File: config.mk
export PLATFORM = sky130hd
export DESIGN_NAME = cbw_bridge_ctrl
export DESIGN_NICKNAME = d
export VERILOG_FILES = /design/src/shared/cbw_pkg.sv /design/src/verilog/cbw_io_window_match.sv /design/src/verilog/cbw_bridge_ctrl.sv
export SDC_FILE = /design/constraint.sdc
export NUM_CORES = 1
export LEC_CHECK = 0
export CAP_MARGIN = 25
export CORE_MARGIN = 4
export CORE_UTILIZATION = 65
export DETAILED_ROUTE_END_ITERATION = 12
export DONT_BUFFER_PORTS = 1
export PLACE_DENSITY = 0.79
export SLEW_MARGIN = 20
export SYNTH_ARGS = -nofsm -noshare
export SYNTH_HDL_FRONTEND = slang
export SYNTH_HIERARCHICAL = 1
export SYNTH_SLANG_ARGS = --single-unit
File: constraint.sdc
create_clock -name i_clk -period 2.9 [get_ports i_clk]
set_input_delay 0.58 -clock i_clk [delete_from_list [all_inputs] [get_ports i_clk]]
set_output_delay 0.58 -clock i_clk [all_outputs]
set_load 0.1 [all_outputs]
File: src/shared/cbw_pkg.sv
// Purpose: shared constants and carriers for the bridge I/O window control slice
// Assumes: configuration accesses arrive as dword-aligned byte addresses with byte enables
// Notes:   one state struct holds every flip-flop of the main module

package cbw_pkg;

  // ---------------------------------------------------------------------------
  // configuration offsets
  // ---------------------------------------------------------------------------
  localparam logic [7:0]  CBW_OFS_IO_WIN0_UB   = 8'h30;
  localparam logic [7:0]  CBW_OFS_IO_WIN1_UB   = 8'h38;
  localparam logic [7:0]  CBW_OFS_IRQ_LINE     = 8'h3c;
  localparam logic [7:0]  CBW_OFS_IRQ_PIN      = 8'h3d;
  localparam logic [7:0]  CBW_OFS_BRIDGING_CTL = 8'h3e;

  // ---------------------------------------------------------------------------
  // reset values and write masks
  // ---------------------------------------------------------------------------
  localparam logic [31:0] CBW_IO_UB_RESET   = 32'h0000_0000;
  localparam logic [31:0] CBW_IO_UB_WMASK   = 32'h0000_fffc;
  localparam logic [7:0]  CBW_LINE_RESET    = 8'hff;
  localparam logic [7:0]  CBW_PIN_RESET     = 8'h01;
  localparam logic [15:0] CBW_BRCTL_RESET   = 16'h0340;
  localparam logic [15:0] CBW_BRCTL_WMASK   = 16'h07ef;
  localparam int          CBW_WIN_COUNT     = 2;

  // ---------------------------------------------------------------------------
  // bridging control field positions
  // ---------------------------------------------------------------------------
  localparam int CBW_BC_POST  = 10;
  localparam int CBW_BC_PF1   = 9;
  localparam int CBW_BC_PF0   = 8;
  localparam int CBW_BC_ROUTE = 7;
  localparam int CBW_BC_SRST  = 6;
  localparam int CBW_BC_MABT  = 5;
  localparam int CBW_BC_VGA   = 3;
  localparam int CBW_BC_ISA   = 2;
  localparam int CBW_BC_SERR  = 1;
  localparam int CBW_BC_PERR  = 0;

  // ---------------------------------------------------------------------------
  // interrupt signaling modes and address ranges
  // ---------------------------------------------------------------------------
  localparam logic [1:0]  CBW_INTERRUPT_SIGNALING_MODE_PAR_PCI   = 2'b00;
  localparam logic [1:0]  CBW_INTERRUPT_SIGNALING_MODE_ISA_ONLY  = 2'b01;
  localparam logic [1:0]  CBW_INTERRUPT_SIGNALING_MODE_SER_ISA   = 2'b10;
  localparam logic [1:0]  CBW_INTERRUPT_SIGNALING_MODE_SER_PCI   = 2'b11;
  localparam logic [31:0] CBW_VGA_MEM_LO  = 32'h000a_0000;
  localparam logic [31:0] CBW_VGA_MEM_HI  = 32'h000b_ffff;
  localparam logic [31:0] CBW_VGA_IO0_LO  = 32'h0000_03b0;
  localparam logic [31:0] CBW_VGA_IO0_HI  = 32'h0000_03bb;
  localparam logic [31:0] CBW_VGA_IO1_LO  = 32'h0000_03c0;
  localparam logic [31:0] CBW_VGA_IO1_HI  = 32'h0000_03df;
  localparam logic [15:0] CBW_ISA_PAGE    = 16'h0000;

  // ---------------------------------------------------------------------------
  // carriers
  // ---------------------------------------------------------------------------
  typedef struct packed {
    logic        wr;
    logic        rd;
    logic [7:0]  addr;
    logic [3:0]  be;
    logic [31:0] wdata;
  } cbw_cfg_req_s;

  typedef struct packed {
    logic        valid;
    logic        is_io;
    logic [31:0] addr;
  } cbw_fwd_req_s;

  typedef struct packed {
    logic write_posting_enable;
    logic window1_prefetchable;
    logic window0_prefetchable;
    logic functional_irq_route_select;
    logic vga_forward_enable;
    logic isa_alias_filter_enable;
  } cbw_ctrl_s;

  typedef struct packed {
    logic [CBW_WIN_COUNT-1:0][13:0] lim;
    logic [7:0]                     line;
    logic [15:0]                    brctl;
    logic [31:0]                    rdata;
    logic                           rvalid;
    logic [1:0]                     serr_sync;
    logic                           card_reset;
    logic                           pci_claim;
    logic                           card_to_host;
    logic                           target_abort;
    logic                           pci_serr;
    logic                           card_perr;
  } cbw_state_s;

  localparam cbw_state_s CBW_STATE_RESET = '{
    lim:          {CBW_IO_UB_RESET[15:2], CBW_IO_UB_RESET[15:2]},
    line:         CBW_LINE_RESET,
    brctl:        CBW_BRCTL_RESET,
    rdata:        32'h0000_0000,
    rvalid:       1'b0,
    serr_sync:    2'b00,
    card_reset:   1'b1,
    pci_claim:    1'b0,
    card_to_host: 1'b0,
    target_abort: 1'b0,
    pci_serr:     1'b0,
    card_perr:    1'b0
  };

endpackage

File: src/verilog/cbw_io_window_match.sv
// Purpose: decides whether one I/O address falls inside one I/O window
// Assumes: base bits 1..0 already read as zero
// Notes:   purely combinational
`timescale 1ns/100ps

module cbw_io_window_match (
  input  wire logic [31:0] i_base,
  input  wire logic [13:0] i_limit,
  input  wire logic [31:0] i_addr,
  output logic             o_hit
);

  logic        win_en;
  logic [31:0] upper;

  always_comb begin
    // window live only if base or limit nonzero
    win_en = (i_base != 32'h0000_0000) || (i_limit != 14'h0000);
    // page from base, low two limit bits taken as ones
    upper  = {i_base[31:16], i_limit, 2'b11};
    o_hit  = win_en && (i_addr >= i_base) && (i_addr <= upper);
  end

endmodule

File: src/verilog/cbw_bridge_ctrl.sv
// Purpose: I/O window upper bounds, interrupt line/pin and bridging control
// Assumes: i_srst is the host bus reset; config port is single-cycle
// Notes:   read data appears one cycle after the read strobe
`timescale 1ns/100ps

module cbw_bridge_ctrl
  import cbw_pkg::*;
#(
  parameter int WIN_COUNT = CBW_WIN_COUNT
) (
  input  wire logic                        i_clk,
  input  wire logic                        i_srst,
  input  wire cbw_cfg_req_s                i_cfg,
  output logic [31:0]                      o_cfg_rdata,
  output logic                             o_cfg_rvalid,
  input  wire logic [WIN_COUNT-1:0][31:0]  i_io_base,
  input  wire logic [1:0]                  i_interrupt_signaling_mode,
  input  wire logic [2:0]                  i_function_num,
  input  wire cbw_fwd_req_s                i_pci_req,
  output logic                             o_pci_claim,
  input  wire cbw_fwd_req_s                i_card_req,
  output logic                             o_card_to_host,
  input  wire logic                        i_card_master_abort,
  input  wire logic                        i_serr_enable,
  output logic                             o_pci_target_abort,
  output logic                             o_pci_serr,
  input  wire logic                        i_card_serr_n,
  input  wire logic                        i_card_parity_err,
  output logic                             o_card_perr,
  output logic                             o_card_reset,
  output cbw_ctrl_s                        o_ctrl
);

  // ---------------------------------------------------------------------------
  // elaboration checks
  // ---------------------------------------------------------------------------
  if (WIN_COUNT != CBW_WIN_COUNT) begin : g_bad_win
    $error("window count must match the state layout");
  end

  // ---------------------------------------------------------------------------
  // state and helpers
  // ---------------------------------------------------------------------------
  cbw_state_s             s_r;
  cbw_state_s             s_nxt;
  logic [WIN_COUNT-1:0]   pci_hit;
  logic [WIN_COUNT-1:0]   card_hit;

  function automatic logic [31:0] cbw_merge(input logic [31:0] old_v, input logic [31:0] new_v,
                                            input logic [3:0] be, input logic [31:0] wmask);
    logic [31:0] m;
    m = {{8{be[3]}}, {8{be[2]}}, {8{be[1]}}, {8{be[0]}}} & wmask;
    return (old_v & ~m) | (new_v & m);
  endfunction

  function automatic logic [7:0] cbw_pin_value(input logic [1:0] mode, input logic [2:0] fn);
    logic [7:0] v;
    v = 8'h00;
    if (mode != CBW_INTERRUPT_SIGNALING_MODE_ISA_ONLY) begin
      v = 8'(CBW_PIN_RESET + {5'b00000, fn});
    end
    return v;
  endfunction

  // ---------------------------------------------------------------------------
  // window matchers
  // ---------------------------------------------------------------------------
  for (genvar w = 0; w < WIN_COUNT; w++) begin : g_win
    cbw_io_window_match u_pci_match (
      .i_base  (i_io_base[w]),
      .i_limit (s_r.lim[w]),
      .i_addr  (i_pci_req.addr),
      .o_hit   (pci_hit[w])
    );
    cbw_io_window_match u_card_match (
      .i_base  (i_io_base[w]),
      .i_limit (s_r.lim[w]),
      .i_addr  (i_card_req.addr),
      .o_hit   (card_hit[w])
    );
  end

  // ---------------------------------------------------------------------------
  // next state
  // ---------------------------------------------------------------------------
  logic [31:0] lim_word;
  logic [31:0] ctl_word;
  logic [7:0]  pin_val;
  logic        isa_block;
  logic        vga_io;
  logic        vga_mem;

  always_comb begin
    s_nxt     = s_r;
    lim_word  = 32'h0000_0000;
    ctl_word  = 32'h0000_0000;
    pin_val   = cbw_pin_value(i_interrupt_signaling_mode, i_function_num);
    isa_block = 1'b0;
    vga_io    = 1'b0;
    vga_mem   = 1'b0;

    // config writes
    if (i_cfg.wr) begin
      for (int w = 0; w < WIN_COUNT; w++) begin
        if (i_cfg.addr[7:2] == (w == 0 ? CBW_OFS_IO_WIN0_UB[7:2] : CBW_OFS_IO_WIN1_UB[7:2])) begin
          // only bits 15..2 take write data
          lim_word = cbw_merge({16'h0000, s_r.lim[w], 2'b00}, i_cfg.wdata, i_cfg.be,
                               CBW_IO_UB_WMASK);
          s_nxt.lim[w] = lim_word[15:2];
        end
      end
      if (i_cfg.addr[7:2] == CBW_OFS_IRQ_LINE[7:2]) begin
        // pin byte is read-only; reserved control bits masked off
        ctl_word = cbw_merge({s_r.brctl, 8'h00, s_r.line}, i_cfg.wdata, i_cfg.be,
                             {CBW_BRCTL_WMASK, 8'h00, 8'hff});
        s_nxt.line  = ctl_word[7:0];
        s_nxt.brctl = ctl_word[31:16];
      end
    end

    // config reads
    s_nxt.rvalid = i_cfg.rd;
    if (i_cfg.rd) begin
      s_nxt.rdata = 32'h0000_0000;
      if (i_cfg.addr[7:2] == CBW_OFS_IO_WIN0_UB[7:2]) begin
        s_nxt.rdata = {16'h0000, s_r.lim[0], 2'b00};
      end else if (i_cfg.addr[7:2] == CBW_OFS_IO_WIN1_UB[7:2]) begin
        s_nxt.rdata = {16'h0000, s_r.lim[1], 2'b00};
      end else if (i_cfg.addr[7:2] == CBW_OFS_IRQ_LINE[7:2]) begin
        s_nxt.rdata = {s_r.brctl & CBW_BRCTL_WMASK, pin_val, s_r.line};
      end
    end

    // forwarding decisions
    isa_block = s_r.brctl[CBW_BC_ISA] && (i_pci_req.addr[31:16] == CBW_ISA_PAGE) &&
                (i_pci_req.addr[9:8] != 2'b00);
    vga_io    = ((i_pci_req.addr >= CBW_VGA_IO0_LO) && (i_pci_req.addr <= CBW_VGA_IO0_HI)) ||
                ((i_pci_req.addr >= CBW_VGA_IO1_LO) && (i_pci_req.addr <= CBW_VGA_IO1_HI));
    vga_mem   = (i_pci_req.addr >= CBW_VGA_MEM_LO) && (i_pci_req.addr <= CBW_VGA_MEM_HI);
    s_nxt.pci_claim = i_pci_req.valid &&
                      ((i_pci_req.is_io && (|pci_hit) && !isa_block) ||
                       (s_r.brctl[CBW_BC_VGA] && (i_pci_req.is_io ? vga_io : vga_mem)));
    s_nxt.card_to_host = i_card_req.valid && i_card_req.is_io && !(|card_hit);

    // error reporting
    s_nxt.serr_sync[0] = ~i_card_serr_n;
    s_nxt.serr_sync[1] = s_r.serr_sync[0];
    s_nxt.target_abort = i_card_master_abort && s_r.brctl[CBW_BC_MABT];
    s_nxt.pci_serr     = (s_nxt.target_abort && i_serr_enable) ||
                         (s_r.serr_sync[1] && s_r.brctl[CBW_BC_SERR]);
    s_nxt.card_perr    = i_card_parity_err && s_r.brctl[CBW_BC_PERR];

    // socket reset follows the control bit after each write
    s_nxt.card_reset   = s_nxt.brctl[CBW_BC_SRST];
  end

  // ---------------------------------------------------------------------------
  // registers
  // ---------------------------------------------------------------------------
  always_ff @(posedge i_clk) begin
    if (i_srst) begin
      s_r <= CBW_STATE_RESET;
    end else begin
      s_r <= s_nxt;
    end
  end

  // ---------------------------------------------------------------------------
  // outputs
  // ---------------------------------------------------------------------------
  assign o_cfg_rdata        = s_r.rdata;
  assign o_cfg_rvalid       = s_r.rvalid;
  assign o_pci_claim        = s_r.pci_claim;
  assign o_card_to_host     = s_r.card_to_host;
  assign o_pci_target_abort = s_r.target_abort;
  assign o_pci_serr         = s_r.pci_serr;
  assign o_card_perr        = s_r.card_perr;
  assign o_card_reset       = s_r.card_reset;
  assign o_ctrl = '{
    write_posting_enable:        s_r.brctl[CBW_BC_POST],
    window1_prefetchable:        s_r.brctl[CBW_BC_PF1],
    window0_prefetchable:        s_r.brctl[CBW_BC_PF0],
    functional_irq_route_select: s_r.brctl[CBW_BC_ROUTE],
    vga_forward_enable:          s_r.brctl[CBW_BC_VGA],
    isa_alias_filter_enable:     s_r.brctl[CBW_BC_ISA]
  };
endmodule

======== After elaboration in Yosys (flattened, before gate mapping) ========
Cells that the tools add are included.
operators by class
  add/sub/neg operators ................... 1
  multipliers ............................. 0
  divide/modulo/power cells ............... 0
  order comparisons ....................... 14
  eq/ne operators ......................... 4
  shifts and indexed selects .............. 0
  mux-type cells .......................... 5
  bitwise logic cells ..................... 11
  reduce and logical (&&, ||, !) cells .... 41
operators by type and width
  kind                                                                                    number
  32-bit greater-or-equal comparator                                                      4
  32-bit <= comparator                                                                    4
  27-bit 2-to-1 mux                                                                       3
  32-bit by 10-bit greater-or-equal comparator with 1-bit output (second input constant)  2
  32-bit by 10-bit <= comparator with 1-bit output (second input constant)                2
  32-bit nonzero test                                                                     2
  16-bit bitwise AND                                                                      3
  32-bit by 27-bit bitwise AND with 32-bit output                                         1
  32-bit bitwise AND                                                                      1
  32-bit by 20-bit greater-or-equal comparator with 1-bit output (second input constant)  1
  32-bit by 20-bit <= comparator with 1-bit output (second input constant)                1
  27-bit NOT with 32-bit output                                                           1
  16-bit bitwise OR                                                                       2
  32-bit bitwise OR                                                                       1
  14-bit nonzero test                                                                     2
  1-bit logical AND                                                                       23
  6-bit by 4-bit equality test with 1-bit output (second input constant)                  3
  16-bit zero test                                                                        1
  16-bit NOT                                                                              1
  2-bit AND reduction                                                                     3
  1-bit logical OR                                                                        5
  1-bit by 3-bit adder with 4-bit output (first input constant)                           1
  4-bit 2-to-1 mux                                                                        1
  2-bit OR reduction                                                                      2
  other kinds (5)                                                                         6
word-level totals
  flip-flop bits (word level) ............. 92
  latch bits .............................. 0
  memory bits (writable) .................. 0
  bits in read-only memories .............. 0
  bits of input ports ..................... 189
  output and inout bits ................... 45
  logic and storage cells ................. 89
  memories ................................ 0

======== Logic depth before layout (Yosys ltp) ========
Gate-level depths: netlist of the first run.
  depth after elaboration ................. 9
  mapped depth ............................ 10
  gate-level depth less buffers ........... 10

======== Cells and area by module ========
The synthesis of the first run kept the hierarchy.
by module, submodules not included
  module               times used  cells each  area an instance (µm²)  sequential area each (µm²)
  cbw_io_window_match  4           175         1,291.2                 0.0
  cbw_bridge_ctrl      1           419         3,570.9                 1,601.5

======== Least setup slack after synthesis of the first run ========
No wires, ideal clock.
  kind .................................... input-to-reg
  start point ............................. input i_pci_req[0] in the netlist's numbering
  end point ............................... register s_r, in the netlist o_pci_claim
  library setup time ...................... 0.127 ns
  data arrival time ....................... 2.230 ns
  required time ........................... 2.773 ns
  slack ................................... 0.543 ns
  stages .................................. 10
  path buffers ............................ 0
  path through ............................ inv_1 ha_1 nand2b_4 a2111oi_4 nor3_1 o31a_1 a2111oi_4 a221oi_2 o211ai_1 o32ai_1
between the ends
  cells in the longest elaborated chain, start to end .. 8
  elaborated cells on any way between the ends .. 25
  classes of those cells .................. order compare: 10; mux: 1; reduce/logical: 14
RTL lines
  what                                RTL line                   text
  start, declared                     cbw_bridge_ctrl.sv:19      input wire cbw_fwd_req_s i_pci_req,
  32-bit greater-or-equal comparator  cbw_io_window_match.sv:21  o_hit = win_en && (i_addr >= i_base) && (i_addr <= upper);
  1-bit logical AND                   cbw_io_window_match.sv:21
  1-bit logical AND (*)               cbw_io_window_match.sv:21
  net pci_hit[1]                      cbw_bridge_ctrl.sv:46      logic [WIN_COUNT-1:0] pci_hit;
  2-bit OR reduction (*)              cbw_bridge_ctrl.sv:141     ((i_pci_req.is_io && (|pci_hit) && !isa_block) ||
  1-bit logical AND (*) (2 in a row)  cbw_bridge_ctrl.sv:141
  1-bit logical OR (*)                cbw_bridge_ctrl.sv:141
  1-bit logical AND (*)               cbw_bridge_ctrl.sv:140     s_nxt.pci_claim = i_pci_req.valid &&
  end signal, assigned                cbw_bridge_ctrl.sv:164     s_r <= s_nxt;
  end, declared                       cbw_bridge_ctrl.sv:44      cbw_state_s s_r;
The timed path passes the listed nets; every way through them passes the cells marked *.
A chain may end at the register's enable or synchronous reset.

======== Worst setup path in the final report of the first run ========
  start point ............................. input i_io_base[62] in the netlist's numbering
  end point ............................... register s_r, in the netlist o_pci_claim
between the ends
  cells in the longest elaborated chain, start to end .. 9
  elaborated cells on any way between the ends .. 11
  classes of those cells .................. order compare: 2; reduce/logical: 9
RTL lines
  what                                                                                        RTL line                   text
  start, declared                                                                             cbw_bridge_ctrl.sv:16      input wire logic [WIN_COUNT-1:0][31:0] i_io_base,
  parallel branches: the longest is 3 deep, another holds 32-bit greater-or-equal comparator  -
  1-bit logical AND (*)                                                                       cbw_io_window_match.sv:21
  net pci_hit[1]                                                                              cbw_bridge_ctrl.sv:46
  2-bit OR reduction (*)                                                                      cbw_bridge_ctrl.sv:141
  1-bit logical AND (*) (2 in a row)                                                          cbw_bridge_ctrl.sv:141
  1-bit logical OR (*)                                                                        cbw_bridge_ctrl.sv:141
  1-bit logical AND (*)                                                                       cbw_bridge_ctrl.sv:140
Mark *: on every way through the listed nets, which the timed path passes.

==> results.json, run 1 <==
{
  "status": "finished, final reports clean",
  "skew_ns": 0.00535,
  "criticalPathCategory": "primary input to register",
  "nFillCells": 1133,
  "slew_violations": 0,
  "yosysWarnings": 6,
  "cts_resized": 0,
  "crit_required_ns": 3.14,
  "hold_violations": 0,
  "grtUsageTotal_pct": 31.8,
  "clock_tree.root_cell": "clkbuf_16",
  "setup_violations": 0,
  "regArea_mm2": 0.00160,
  "h-tree-depth": 3,
  "die-area_mm2": 0.0154,
  "clkSinkCount": 80,
  "synthFlopType": "dfxtp_1",
  "numPortBuffers": 0,
  "hold_end": "s_r[7]",
  "layout_min_cycle_time_ns": 2.31,
  "grt_pass1_vias": 7186,
  "postSynth.asyncResetShare_pct": 0,
  "ant_nets": 0,
  "hold_class": "primary input to register",
  "die_x_um": 124,
  "synth_cells": 1119,
  "via_per_inst": 6.31,
  "grt_overflow": 0,
  "syn_to_final_growth_pct": 1.99,
  "irDropWorstVdd_mv": 0.294,
  "finalCritPeriodShare_pct": 79.7,
  "clockBufferDepth": 2,
  "clkLatencyLatePin_ns": 0.33,
  "yosysSeqAreaShare_pct": 18.3,
  "drv_cap": 0,
  "max-slew-margin-rel_pct": 30.0,
  "grt_antenna_before_repair": 0,
  "worst-path-max-fanout": 4,
  "r2r_slack_ns": 0.60,
  "drt_iter0_drc": 707,
  "die_h_um": 124,
  "grt_pass1_wl_um": 37600,
  "start_kind": "primary input",
  "antennaDiodeCount": 0,
  "grt_max_degree": 81,
  "timing.rr.end": "o_pci_claim",
  "powerDensity_mw_per_mm2": 322,
  "drc": 0,
  "hold_depth": 1,
  "gp_congestion": 0.968,
  "post-cts-setup-buffers": 0,
  "r2r_cells": 9,
  "clk_pin_slew_ns": 0.06,
  "wirelength_um": 25400,
  "synth_cell_type_count": 48,
  "ys_seq_elements": 80,
  "worst_hold_slack_ns": 0.311,
  "coreArea_mm2": 0.0132,
  "wl_per_cell_um": 20.1,
  "fin_util_pct": 67.5,
  "synth-edff-count": 0,
  "cts_buffers": 9,
  "min_from": "i_srst",
  "final.setup.tns_ns": 0,
  "drtPass1Iterations": 5,
  "endpoint_kind": "register",
  "worst_pin_slew_ns": 1.05,
  "cts_hold_buf": 0,
  "rsz0062_at_grt": "false",
  "nets": 1453,
  "tritoncts": "built",
  "boundaryPins": 234,
  "fmax_mhz": 433,
  "std_cell_rows": 42,
  "multi_input_area_mm2": 0.00603,
  "synth_area_mm2": 0.00874,
  "vias": 7954,
  "leakage_nw": 3.92,
  "arrival_ns": 2.56,
  "dp_hpwl_um": 20900,
  "syn_avg_cell_area_um2": 7.81,
  "drive_above_1_share_pct": 4.43,
  "initial_utilization_pct": 66.2
}
[layout by cell type, fill, tap and decap left out, drive strengths merged, types with 2 or more instances in the layout]
master    Yosys  routed
o211ai        7       7
clkinvlp      0       3
a311oi        4       4
conb          1       6
nor2         57      57
nand3        52      52
buf          43       7
a21oi        98      98
o2111ai       4       4
clkbuf       20      10
a221oi        4       4
and3          6       6
or3           2       2
ha          185     185
clkinv        0       3
o31ai         4       4
a21o         12      12
inv         193     193
mux2i        19      19
o21ai        48      48
a211o        13      13
dfxtp        80      80
nor4         55      55
nand2        63      63
nand2b       26      26
a2111oi       8       8
nor2b        15      15
nand4        47      47
nor3         16      16
o31a          4       4
a22oi         4       4
a211oi       15      15
nand3b        2       2
o22ai         3       3
[cell families (layout without fill, tap and decap cells)]
logic type               Yosys count  in the layout  share of synthesized area (%)
other                              1              6                         0.0429
XOR/XNOR                           1              1                          0.100
adder cells (fa/ha/maj)          185            185                           26.5
flip-flops                        80             80                           18.3
AND/OR/NAND/NOR                  344            344                           21.6
AO/OA/AOI/OAI                    233            233                           18.4
multiplexers                      19             19                           2.18
buffers and inverters            256            216                           12.9
[how the worst max path moves through the flow]
stage                  startpoint          end  slack, ns
global route             register  o_pci_claim       0.47
floorplan            i_pci_req[0]  o_pci_claim       0.54
detailed placement  i_io_base[62]  o_pci_claim       0.33
CTS                      register  o_pci_claim       0.67
finish              i_io_base[62]  o_pci_claim       0.59
global placement     i_pci_req[0]  o_pci_claim       0.37
[power breakdown]
| group | switching (W) | internal, W |
|---|---|---|
| clock network | 0.000444 | 0.000603 |
| logic | 0.000355 | 0.000290 |
| registers | 0.0000682 | 0.00111 |
[synth_stat cells, drive strengths merged (8+ instances only)]
library cell,n,area (µm²)
buf,43,327
clkbuf,20,75.1
o21ai,48,240
ha,185,2310
nor3,16,80.1
a2111oi,8,220
nand3,52,265
nand2,63,236
dfxtp,80,1600
a211oi,15,113
a21o,12,90.1
a211o,13,114
nand2b,26,193
nor2b,15,93.8
a21oi,98,490
inv,193,724
nor2,57,219
nor4,55,404
mux2i,19,190
nand4,47,294
[critical path, stage by stage]
cell and delay (ns):
inv_1 0.02, ha_1 0.32, a21oi_1 0.16, nand2_1 0.07
a211o_1 0.34, nor4_4 0.24, o2111ai_1 0.21, a221oi_2 0.33
o211ai_1 0.15, o32ai_1 0.13
[per-stage QoR]
step,instances,setup slack (ns),total power [W],area [µm²]
CTS,1260,0.671,0.00288,8910
detailed placement,1244,0.332,0.00184,8630
floorplan,1124,0.543,0.00176,8750
finish,1260,0.590,0.00287,8910
global route,1260,0.471,0.00303,8910
global placement,1244,0.367,0.00181,8630
[final cells by class]
type | count | share of cell area, %
inverter | 193 | 8.13
clock inverter | 6 | 0.506
tap | 176 | 2.47
sequential | 80 | 18.0
timing repair buffer | 7 | 0.590
multi-input combinational | 788 | 67.6
clock buffer | 10 | 2.68
[per-layer routing]
layer	GRT usage [%]	up-vias	routed length, µm	share of wire [%]
met1	40.6	3627	10200	40
met5	0	-	0	0
met2	50.5	385	11300	45
li1	-	3880	-	-
met3	10.2	62	2930	12
met4	11.2	0	903	3.6
No activity file was read; power rests on OpenSTA's default activity.
==> run 2: changes to the inputs <==
Settings changed: CORE_UTILIZATION 65 to 60, PLACE_DENSITY 0.79 to 0.77.
Clock period 2.9 ns to 2.1 ns, I/O delays scaled along.
==> results.json, run 2 (same netlist as run 1, synthesis figures left out) <==
{
  "status": "finished, final reports clean",
  "worst_path_max_delay_cell": "dfxtp_1",
  "wirelength_um": 27700,
  "nets": 1535,
  "drv_cap": 0,
  "clkSinkCount": 80,
  "hold_class": "primary input to register",
  "fmax_mhz": 481,
  "layout_common_cells": "189 x inv_1, 177 x ha_1, 92 x a21oi_1",
  "grt_pass1_wl_um": 41800,
  "setup_violations": 0,
  "drive_above_1_share_pct": 15.7,
  "cts_buffers": 9,
  "wl_per_cell_um": 20.6,
  "grt_overflow": 0,
  "ant_nets": 0,
  "layout_min_cycle_time_ns": 2.08,
  "coreArea_mm2": 0.0141,
  "h-tree-depth": 3,
  "crit_chain": "inv_1 -> ha_1 -> nand2_1 -> nor2_1 -> a211oi_2 -> o2111ai_2 -> a221oi_2 -> o211ai_1 -> o32ai_1",
  "dpl_cell_area_mm2": 0.00933,
  "tritoncts": "built",
  "nFillCells": 1198,
  "clock_tree.root_cell": "clkbuf_16",
  "grt_antenna_before_repair": 0,
  "start_kind": "register",
  "skew_ns": 0.00542,
  "max-slew-margin-rel_pct": 61.1,
  "finalCritPeriodShare_pct": 99.0,
  "slew_violations": 0,
  "antennaDiodeCount": 0,
  "crit_required_ns": 2.34,
  "clockBufferDepth": 2,
  "arrival_ns": 2.32,
  "syn_to_final_growth_pct": 12.0,
  "worst_pin_slew_ns": 0.579,
  "criticalPathCategory": "register to register",
  "die_h_um": 129,
  "layout_commonest_cell": "inv_1",
  "std_cell_rows": 43,
  "grt_pass1_vias": 8016,
  "drc": 0,
  "drtPass1Iterations": 5,
  "vias": 8360,
  "die_x_um": 129,
  "numPortBuffers": 0,
  "worst-path-max-fanout": 4,
  "drt_iter0_drc": 677,
  "max_stage_delay_ns": 0.48,
  "dp_hpwl_um": 22600,
  "powerDensity_mw_per_mm2": 428,
  "clk_pin_slew_ns": 0.06,
  "clkLatencyLatePin_ns": 0.33,
  "gp_congestion": 0.960,
  "grt_max_degree": 81,
  "boundaryPins": 234,
  "final.setup.tns_ns": 0,
  "grtUsageTotal_pct": 31.8,
  "leakage_nw": 4.38,
  "irDropWorstVdd_mv": 0.407,
  "initial_utilization_pct": 62.0,
  "final_area_mm2": 0.00979,
  "via_per_inst": 6.21,
  "endpoint_kind": "register",
  "die-area_mm2": 0.0166,
  "p_total_w": 0.00419,
  "hold_violations": 0
}
## run 2: stage by stage
stage	cells	hold slack, ns	utilization (%)	worst slack (ns)
4_1_cts	1344	0.151	68.4	0.0216
3_5_place_dp	1328	0.435	66.2	-0.227
3_3_place_gp	1328	0.418	66.2	-0.219
6_report	1346	0.164	69.4	0.0208
5_1_grt	1346	0.145	69.4	-0.0636
2_1_floorplan	1124	0.414	-	-0.0624
## run 2: power breakdown
| part | internal (W) | total [W] | switching (W) |
|---|---|---|---|
| combinational | 0.000484 | 0.00110 | 0.000618 |
| clock | 0.000951 | 0.00155 | 0.000601 |
| sequential | 0.00153 | 0.00154 | 0.00000822 |
| total | 0.00296 | 0.00419 | 0.00123 |
## run 2: layer usage
layer | vias to the layer above | track usage [%] | routed length, µm
met4 | 0 | 12.8 | 1070
li1 | 4042 | - | -
met3 | 83 | 9.01 | 2750
met2 | 414 | 50.5 | 12600
met1 | 3821 | 40.8 | 11300
met5 | - | 0 | 0
## run 2: area by class of cell
| class | instances | area, µm² | area share [%] |
|---|---|---|---|
| clock buffer | 11 | 243 | 2.48 |
| clock inverter | 5 | 56.3 | 0.575 |
| inverter | 193 | 747 | 7.63 |
| multi-input combinational | 788 | 6210 | 63.4 |
| sequential | 80 | 1640 | 16.7 |
| tap | 180 | 225 | 2.30 |
| timing repair buffer | 89 | 668 | 6.83 |
## run 2: final timing paths
kind,start,depth (start not counted),slack (ns),endpoint
worst max-delay path,register,9,0.02,o_pci_claim
worst min-delay path,i_srst,1,0.16,o_cfg_rdata[18]
worst max register to register,register,9,0.02,o_pci_claim
worst min register to register,register,2,0.45,o_card_perr
## run 2: worst max-delay path, delay by kind of cell, from the launching register on
family	cells	cell delay (ns)
adders and majority gates	1	0.29
DFF	1	0.48
and+or+nand+nor	2	0.17
AOI/OAI and AO/OA	5	0.94
buffers and inverters	1	0.09
## run 2: timing repair
item / in CTS / in global routing
pin swaps: 1 / 19
hold endpoints to repair: 0 / 0
buffers inserted: 0 / 2
hold buffers: 0 / 0
endpoints found under the setup margin: 2 / 2
gates resized for setup: 7 / 45
